**config.mk**
```make
export PLATFORM = sky130hd
export DESIGN_NAME = acc_ctrl
export DESIGN_NICKNAME = d
export VERILOG_FILES = /design/src/pkg/acc_pkg.sv /design/src/verilog/acc_ctrl.sv
export SDC_FILE = /design/constraint.sdc
export NUM_CORES = 1
export LEC_CHECK = 0
export BUFFER_PORTS_ARGS = -buffer_cell sky130_fd_sc_hd__buf_2
export CAP_MARGIN = 20
export CORE_MARGIN = 8
export CORE_UTILIZATION = 55
export DETAILED_ROUTE_END_ITERATION = 10
export PLACE_DENSITY = 0.79
export RECOVER_POWER = 100
export SLEW_MARGIN = 10
export SYNTH_ARGS = -nofsm -noshare
export SYNTH_HDL_FRONTEND = slang
export SYNTH_SLANG_ARGS = --single-unit
```
**constraint.sdc**
```tcl
create_clock -name sys_clk -period 2.2 [get_ports sys_clk]
set_clock_uncertainty 0.15 [all_clocks]
set_input_delay 0.22 -clock sys_clk [delete_from_list [all_inputs] [get_ports sys_clk]]
set_output_delay 0.22 -clock sys_clk [all_outputs]
set_load 0.02 [all_outputs]
```
**src/pkg/acc_pkg.sv**
```systemverilog
`default_nettype none
package acc_pkg;
  localparam int unsigned CLK_MHZ      = 125;
  localparam int unsigned PWRUP_NS     = 1500;
  localparam int unsigned CONV_NS      = 2300;
  localparam int unsigned PWRUP_CYC    = (PWRUP_NS * CLK_MHZ + 999) / 1000;
  localparam int unsigned CONV_CYC     = (CONV_NS * CLK_MHZ + 999) / 1000;
  localparam int unsigned RES_BITS     = 10;
  localparam int unsigned CODE_STEPS   = 1024;
  localparam int unsigned CNT_W        = 9;
  localparam logic [9:0]  RESULT_RST   = 10'h000;
  localparam logic [7:0]  BUS_RST      = 8'h00;
  localparam int unsigned LOW_BITS_POS = 6;
  typedef enum logic [1:0] {ACC_OFF, ACC_IDLE, ACC_CONV} acc_state_t;
endpackage
`default_nettype wire

```
**src/verilog/acc_ctrl.sv**
```systemverilog
`timescale 1ns/1ns
`default_nettype none
module acc_ctrl (
  input  wire logic       sys_clk,
  input  wire logic       rst,
  input  wire logic       convert_start_n,
  input  wire logic       chip_sel_n,
  input  wire logic       read_strobe_n,
  input  wire logic [9:0] sample_code,
  output logic            busy,
  output logic            powered,
  output logic            high_speed_mode,
  output logic            tracking,
  output logic [7:0]      result_bus,
  output logic [7:0]      result_bus_oe
);
  import acc_pkg::*;

  ////////////////////////////////////////////////////////////////
  logic             cs_s1, cs_s2, rd_s1, rd_s2, st_s1, st_s2;
  logic             st_d, rd_d, cs_d, gated_d;
  logic             pulse;
  logic [CNT_W-1:0] pulse_cnt;
  logic [CNT_W-1:0] conv_cnt;
  logic [CNT_W-1:0] busy_run;
  logic [CNT_W-1:0] pulse_run;
  logic [9:0]       result;
  logic             low_sel;
  acc_state_t       state;
  logic             st_rise, gated, gated_fall, rd_rise, rd_active, conv_done;

  // Terminal count of a span, so every user agrees on the off-by-one
  function automatic logic [CNT_W-1:0] cnt_last(input int unsigned cycles);
    cnt_last = CNT_W'(cycles - 1);
  endfunction

  // Pins come from outside the clock domain
  always_ff @(posedge sys_clk) begin
    st_s1 <= convert_start_n;
    st_s2 <= st_s1;
    cs_s1 <= chip_sel_n;
    cs_s2 <= cs_s1;
    rd_s1 <= read_strobe_n;
    rd_s2 <= rd_s1;
  end

  always_ff @(posedge sys_clk) begin
    if (rst) begin
      st_d    <= 1'b0;
      rd_d    <= 1'b1;
      cs_d    <= 1'b1;
      gated_d <= 1'b0;
    end else begin
      st_d    <= st_s2;
      rd_d    <= rd_s2;
      cs_d    <= cs_s2;
      gated_d <= gated;
    end
  end

  assign st_rise    = st_s2 && !st_d;
  assign gated      = st_s2 || pulse;
  assign gated_fall = gated_d && !gated;
  // Select as it stood a cycle back, so a joint release of both strobes still counts
  assign rd_rise    = rd_s2 && !rd_d && !cs_d;
  assign rd_active  = !cs_s2 && !rd_s2;
  assign conv_done  = (state == ACC_CONV) && (conv_cnt == cnt_last(CONV_CYC));

  ////////////////////////////////////////////////////////////////
  // Power-up pulse; retriggers on every rising edge
  always_ff @(posedge sys_clk) begin
    if (rst) begin
      pulse     <= 1'b0;
      pulse_cnt <= '0;
    end else if (st_rise) begin
      pulse     <= 1'b1;
      pulse_cnt <= '0;
    end else if (pulse) begin
      pulse_cnt <= pulse_cnt + 1'b1;
      if (pulse_cnt == cnt_last(PWRUP_CYC)) begin
        pulse <= 1'b0;
      end
    end
  end

  ////////////////////////////////////////////////////////////////
  // Conversion sequencer; reset models the supply coming up
  always_ff @(posedge sys_clk) begin
    if (rst) begin
      state    <= ACC_OFF;
      conv_cnt <= '0;
    end else begin
      unique case (state)
        ACC_OFF: begin
          if (st_rise) begin
            state <= ACC_IDLE;
          end
        end
        ACC_IDLE: begin
          conv_cnt <= '0;
          if (gated_fall) begin
            state <= ACC_CONV;
          end
        end
        ACC_CONV: begin
          conv_cnt <= conv_cnt + 1'b1;
          if (conv_done) begin
            state <= st_s2 ? ACC_IDLE : ACC_OFF;
          end
        end
      endcase
    end
  end

  // Busy and track move on the same edge as hold begins
  always_ff @(posedge sys_clk) begin
    if (rst) begin
      busy     <= 1'b0;
      tracking <= 1'b1;
    end else if (state == ACC_IDLE && gated_fall) begin
      busy     <= 1'b1;
      tracking <= 1'b0;
    end else if (conv_done) begin
      busy     <= 1'b0;
      tracking <= 1'b1;
    end
  end

  // Start level at end of conversion decides whether power stays on
  always_ff @(posedge sys_clk) begin
    if (rst) begin
      powered         <= 1'b0;
      high_speed_mode <= 1'b0;
    end else if (conv_done) begin
      high_speed_mode <= st_s2;
      powered         <= st_s2;
    end else if (state == ACC_OFF && st_rise) begin
      powered <= 1'b1;
    end
  end

  // Analog front end supplies a straight binary code
  always_ff @(posedge sys_clk) begin
    if (rst) begin
      result <= RESULT_RST;
    end else if (conv_done) begin
      result <= sample_code;
    end
  end

  ////////////////////////////////////////////////////////////////
  // Read port stays live in every state, including power-down
  always_ff @(posedge sys_clk) begin
    if (rst) begin
      low_sel <= 1'b0;
    end else if (state == ACC_IDLE && gated_fall) begin
      low_sel <= 1'b0;
    end else if (rd_rise) begin
      low_sel <= !low_sel;
    end
  end

  // Registered drive: bus follows the strobes a few clocks late
  always_ff @(posedge sys_clk) begin
    if (rst) begin
      result_bus    <= BUS_RST;
      result_bus_oe <= 8'h00;
    end else begin
      result_bus_oe <= {8{rd_active}};
      if (low_sel) begin
        result_bus <= {result[1:0], 6'h00};
      end else begin
        result_bus <= result[9:2];
      end
    end
  end

  ////////////////////////////////////////////////////////////////
  // Run lengths counted apart from the sequencer, so length checks stand alone
  always_ff @(posedge sys_clk) begin
    if (rst || !busy) begin
      busy_run <= '0;
    end else begin
      busy_run <= busy_run + 1'b1;
    end
  end

  always_ff @(posedge sys_clk) begin
    if (rst || st_rise || !pulse) begin
      pulse_run <= '0;
    end else begin
      pulse_run <= pulse_run + 1'b1;
    end
  end

  a_busy_len: assert property (@(posedge sys_clk) disable iff (rst)
    $rose(busy) |-> busy [*8] ##0 (conv_cnt != '0 || busy))
    else $error("busy too short");
  a_busy_cause: assert property (@(posedge sys_clk) disable iff (rst)
    $rose(busy) |-> $past(gated_fall))
    else $error("busy rose without gated start fall");
  a_pulse_len: assert property (@(posedge sys_clk) disable iff (rst)
    st_rise |=> pulse [*8])
    else $error("power-up pulse too short");
  a_pulse_end: assert property (@(posedge sys_clk) disable iff (rst)
    pulse && pulse_cnt == cnt_last(PWRUP_CYC) && !st_rise |=> !pulse)
    else $error("pulse overran");
  a_mode_pick: assert property (@(posedge sys_clk) disable iff (rst)
    $fell(busy) |-> high_speed_mode == $past(st_s2))
    else $error("mode not taken from start level");
  a_latch_res: assert property (@(posedge sys_clk) disable iff (rst)
    $fell(busy) |-> result == $past(sample_code) && tracking)
    else $error("result not latched at end");
  a_bus_drive: assert property (@(posedge sys_clk) disable iff (rst)
    result_bus_oe != 8'h00 |-> $past(rd_active))
    else $error("bus driven outside read");
  a_seq_reset: assert property (@(posedge sys_clk) disable iff (rst)
    $rose(busy) |-> !low_sel)
    else $error("read sequence not reset");
  a_low_bits: assert property (@(posedge sys_clk) disable iff (rst)
    $past(low_sel) |-> result_bus[5:0] == 6'h00)
    else $error("low read bits not zero");
  a_no_conv_off: assert property (@(posedge sys_clk) disable iff (rst)
    state == ACC_OFF |=> !$rose(busy))
    else $error("converted while powered down");

  // Conversion timing and mode
  a_busy_total: assert property (@(posedge sys_clk) disable iff (rst)
    $fell(busy) |-> busy_run == CNT_W'(CONV_CYC))
    else $error("busy length wrong");
  a_pulse_total: assert property (@(posedge sys_clk) disable iff (rst)
    $fell(pulse) |-> pulse_run == CNT_W'(PWRUP_CYC))
    else $error("power-up pulse length wrong");
  a_conv_wait: assert property (@(posedge sys_clk) disable iff (rst)
    pulse || st_s2 |=> !$rose(busy))
    else $error("conversion began while gated start high");
  a_conv_ignore: assert property (@(posedge sys_clk) disable iff (rst)
    state == ACC_CONV && !conv_done |=> state == ACC_CONV && busy)
    else $error("conversion cut short");
  a_off_stay: assert property (@(posedge sys_clk) disable iff (rst)
    state == ACC_OFF && !st_rise |=> state == ACC_OFF)
    else $error("left power-down without start edge");
  a_wake_up: assert property (@(posedge sys_clk) disable iff (rst)
    state == ACC_OFF && st_rise |=> powered && state == ACC_IDLE)
    else $error("start edge did not power up");
  a_power_mode: assert property (@(posedge sys_clk) disable iff (rst)
    $fell(busy) |-> powered == high_speed_mode)
    else $error("power state does not match mode");
  a_busy_power: assert property (@(posedge sys_clk) disable iff (rst)
    busy |-> powered)
    else $error("busy while unpowered");
  a_track_hold: assert property (@(posedge sys_clk) disable iff (rst)
    busy |-> !tracking)
    else $error("tracking during conversion");
  a_result_hold: assert property (@(posedge sys_clk) disable iff (rst)
    !$past(conv_done) |-> $stable(result))
    else $error("result changed outside end of conversion");

  // Readout
  a_oe_on: assert property (@(posedge sys_clk) disable iff (rst)
    $past(rd_active) |-> result_bus_oe == 8'hFF)
    else $error("bus not driven during read");
  a_high_byte: assert property (@(posedge sys_clk) disable iff (rst)
    $past(rd_active && !low_sel) |-> result_bus == $past(result[9:2]))
    else $error("high byte wrong");
  a_low_byte: assert property (@(posedge sys_clk) disable iff (rst)
    $past(rd_active && low_sel) |-> result_bus[7:6] == $past(result[1:0]))
    else $error("low bits wrong");
  a_sel_toggle: assert property (@(posedge sys_clk) disable iff (rst)
    rd_rise && !(state == ACC_IDLE && gated_fall) |=> low_sel != $past(low_sel))
    else $error("byte selector did not advance");

  c_high_speed: cover property (@(posedge sys_clk) disable iff (rst)
    $fell(busy) && st_s2);
  c_power_down: cover property (@(posedge sys_clk) disable iff (rst)
    $fell(busy) && !st_s2);
  c_two_reads: cover property (@(posedge sys_clk) disable iff (rst)
    rd_rise ##[1:100] rd_rise);
  c_ext_late: cover property (@(posedge sys_clk) disable iff (rst)
    gated_fall && !pulse && gated_d && state == ACC_IDLE);
  c_read_asleep: cover property (@(posedge sys_clk) disable iff (rst)
    rd_rise && !powered);
endmodule
`default_nettype wire
```
Word level (Yosys, flattened, before mapping)
Cells that the tools add are included.
{ "classes": {"eq_ne": 7, "n_addsub": 2, "n_mux": 16, "reduce_logical": 24} }
{ "ops": {"columns": ["cell", "count"], "rows": [
  ["$add A9 B1 Y9 const B", 2],
  ["$pmux W9 S2", 1],
  ["$mux W1", 10],
  ["$eq A9 B8 Y1 const B", 1],
  ["$eq A9 B9 Y1 const B", 1],
  ["$logic_and A1 B1 Y1", 8],
  ["$mux W8", 1],
  ["$logic_not A1 Y1", 7],
  ["$mux W2", 3],
  ["$ne A2 B2 Y1 const B", 3],
  ["$pmux W2 S3", 1],
  ["$reduce_bool A2 Y1", 3],
  ["$reduce_or A2 Y1", 3],
  ["$reduce_and A3 Y1", 1],
  ["$eq A2 B1 Y1 const B", 1],
  ["$eq A2 B2 Y1 const B", 1],
  ["$logic_not A2 Y1", 1],
  ["$logic_or A1 B1 Y1", 1]
]} }
{ "totals": {"ff_bits": 55, "wordCells": 72, "out_inout_bits": 20} }

Depth between registers and ports, before layout
{ "depth": {"word_depth": 5, "ltp_mapped": 7, "ltp_nobuf": 6} }

Least setup slack after synthesis
OpenSTA, ideal clock, no wires.
{ "synth_timing": {"kind": "reg2reg", "from": "register conv_cnt[0]", "to": "register state[0]", "path_stages_with_launch": 6, "n_path_buf": 0, "slack_ps": 571, "setup_time_ps": 121, "arrival_time_ps": 1358, "path_cell_list": "dfxtp_1 -> ha_1 -> and4_2 -> a21oi_1 -> o21bai_4 -> mux2_4"} }
{ "synth_via": {"elab_chain_cells": 4} }
{ "synth_rtl": {"columns": ["item", "line_no", "rtl"], "rows": [
  ["start: declaration", "acc_ctrl.sv:24", "logic [CNT_W-1:0] conv_cnt;"],
  ["start signal: assignment", "acc_ctrl.sv:106", "conv_cnt <= conv_cnt + 1'b1;"],
  ["$eq A9 B9 Y1", "acc_ctrl.sv:67", "assign conv_done = (state == ACC_CONV) && (conv_cnt == cnt_last(CONV_CYC));"],
  ["$logic_and A1 B1 Y1", "acc_ctrl.sv:67", null],
  ["$ne A2 B2 Y1 (no source line)", null, null],
  ["$reduce_and A3 Y1 (no source line)", null, null],
  ["end signal: assignment", "acc_ctrl.sv:108", "state <= st_s2 ? ACC_IDLE : ACC_OFF;"],
  ["end: declaration", "acc_ctrl.sv:29", "acc_state_t state;"]
]} }
No other way between the ends.
A chain may end at the register's enable or synchronous reset.

Worst setup path after layout
{ "layout_timing": {"from": "register conv_cnt[0]", "to": "register result[3]"} }
{ "layout_via": {"elab_chain_cells": 2} }
{ "layout_rtl": {"columns": ["item", "line_no", "rtl"], "rows": [
  ["$eq A9 B9 Y1", "acc_ctrl.sv:67", null],
  ["$logic_and A1 B1 Y1", "acc_ctrl.sv:67", null],
  ["end signal: assignment", "acc_ctrl.sv:147", "result <= sample_code;"],
  ["end: declaration", "acc_ctrl.sv:27", "logic [9:0] result;"]
]} }
No other way between the ends.

==> flow_summary.ini <==
[status]
outcome = complete, no violations

[die]
coreArea_um2 = 3720
die_x_um = 78.5
initial_utilization_pct = 57.8
num_io_pins = 35
dieArea_um2 = 6160
die_y_um = 78.5
num_rows = 22

[sta]
slew_headroom_pct = 67.6
tightestPinTransition_ps = 486
maxSlewViolCount = 0
max_freq_mhz = 545
finalSetupTns_ps = 0
hold_violations = 0
rsz0062_at_grt = false
final-setup-viol-count = 0
period_minus_slack_ps = 1830
min_period_over_period_pct = 83.4

[flow_run]
drv_cap = 0

[critical_path]
critical_path_class = register to register
crit_buf_inv = 0
cp.arrival_ps = 1860
path_max_fanout = 14
critPathLaunchType = register
crit_required_ps = 2230
slowest_stage = dfxtp_1
path_delay_family = simple AND/OR/NAND/NOR gates
crit_path_end_kind = register
crit_chain = ha_1 > and4_1 > nand3_2 > mux2i_1 > nor2_1
critPathMaxStageDelay_ps = 380

[placed_design]
portBuffers = 34
dp.final_hpwl_mm = 2.44
place.gp.congestion = 0.770

[route]
num_vias = 1419
wl_per_cell_um = 12.2
drc = 0
final_antenna_net_count = 0
drt_iter0_markers = 81
drtPass1Iterations = 4
drt_wl_total_mm = 3.53
vias_per_cell = 4.91

[finish]
antenna_cells = 0
post-route-util_pct = 63.9
nFillCells = 321
drive_above_1_share_pct = 11.6
areaGrowthSynthToFinish_pct = 10.7
final_nets = 261

[yosys]
synthCells = 210
avgSynthCellArea_um2 = 10.2
yosysWarnings = 0
synth_ff_type = dfxtp_1
yosys_register_bits = 55
yosysTopAreaCell = dfxtp_1
syn_area_um2 = 2150
syn-num-nets = 230
ys_top_cells_by_area = dfxtp_1, mux2i_1, nor2_1, xor2_1, ha_1
post-synth-top-area-fraction_pct = 51.3
ys_seq_area_share_pct = 51.3
synth_cell_types = 36
synth-edff-count = 0
async_reset_ff_share_pct = 0

[hold_path]
hp-class = input port to register

[grt]
grt_pass1_wl_mm = 6.04
grt_max_degree = 30
met2_usage_pct = 19.6
grt_usage_pct = 12.0
top_usage_layer = met2
antenna_found_initial = 0
grt_pass1_vias = 1358
grt_overflow = 0
grt_util_met3_pct = 3.87
use_met1_pct = 13.7

[clock_tree]
cts.sinks = 55
clkTransAtPathRegs_ps = 90
hold_buffers = 5
clk_latency_ps = 300
cts_tree = built
root_buffer = clkbuf_8
post_cts_buffers = 0
cts_max_path_buffers = 2
ctsResizeCount = 0
numCtsBuffers = 5
htree_levels = 2

[pwr]
vdd_drop_max_uv = 508
power_density_nw_per_um2 = 863
power.leakage_nw = 0.988
==> where the power goes <==
part | total [mW] | leakage [nW] | internal [mW] | switching [mW]
combinational | 0.344 | 0.490 | 0.145 | 0.199
clock | 0.628 | 0.0502 | 0.332 | 0.296
sequential | 1.08 | 0.448 | 1.04 | 0.0367
==> per-layer routing <==
metal  part of all wire [%]  routed length (um)  vias up
li1                       -                   -      740
met1                     47                1650      641
met2                     45                1590       31
met3                    5.9                 207        7
met4                    2.1                  75        0
met5                      0                   0        -
==> area by class of cell <==
cell class,count,area [um^2],share of cell area [%]
Inverter,5,18.8,0.790
Clock inverter,2,37.5,1.58
Sequential cell,55,1100,46.3
Clock buffer,5,68.8,2.90
Timing Repair Buffer,39,195,8.21
Tap cell,48,60.1,2.53
Multi-Input combinational cell,135,895,37.7
==> per-stage QoR <==
stage	worst slack (ps)	hold WS, ps	power [mW]	std cells	instance area, um^2
after global placement	536	159	1.46	277	2270
after detailed placement	452	163	1.47	277	2270
after global routing	230	3.95	2.16	289	2380
after CTS	430	0.0789	2.12	289	2420
after floorplan	571	97.7	1.42	210	2150
final	366	7.29	2.05	289	2380
==> final timing paths <==
check                           startpoint                     end  slack (ps)  cells past startpoint
hold reg to reg              cs_s1$_DFF_P_           cs_s2$_DFF_P_         180                      0
setup reg to reg  conv_cnt[0]$_SDFFE_PP0P_  result[3]$_SDFFE_PP0P_         370                      5
setup / recovery  conv_cnt[0]$_SDFFE_PP0P_  result[3]$_SDFFE_PP0P_         370                      5
hold / removal              sample_code[2]  result[2]$_SDFFE_PP0P_           7                      3
==> worst reg2reg max path: stages, from the launching register on <==
cell and delay [ps]:
dfxtp_1 380, ha_1 190, and4_1 250, nand3_2 370, mux2i_1 310, nor2_1 60
==> Yosys cell counts (3+ instances only) <==
master     n
mux2i_1   16
and2_1     6
a21oi_1    6
xnor2_1    6
and3_1     3
buf_4      7
nand2_1    9
xor2_1     9
nand2b_1   4
dfxtp_1   55
ha_1       5
nor2_1    40
inv_1      5
nor3_1     3
clkbuf_1   4
nand3_1    5
==> sequential cells by signal, indices dropped and copies added (netlist names), 2 cells and up <==
| name | count |
|---|---|
| pulse_cnt | 9 |
| conv_cnt | 9 |
| result_bus | 8 |
| result | 10 |
| state | 2 |
==> kinds of logic (layout without fill, tap and decap cells) <==
logic type | after synthesis | count (layout) | share of synthesized area (%)
and+or+nand+nor | 83 | 83 | 20.6
AOI/OAI and AO/OA | 15 | 15 | 5.01
buffers and inverters | 20 | 51 | 5.94
DFF | 55 | 55 | 51.3
xor gates and xnor gates | 15 | 15 | 6.12
adders and majority gates | 5 | 5 | 2.91
muxes | 17 | 17 | 8.16
==> cells in the final DEF (no fill, tap or decap), drive strengths merged, types with 7 or more instances in the layout <==
cell type	n
nand2	9
a21oi	7
clkbuf	25
dfxtp	55
nor2	40
xor2	9
mux2i	16
buf	14
No activity file was read; power rests on OpenSTA's default activity.
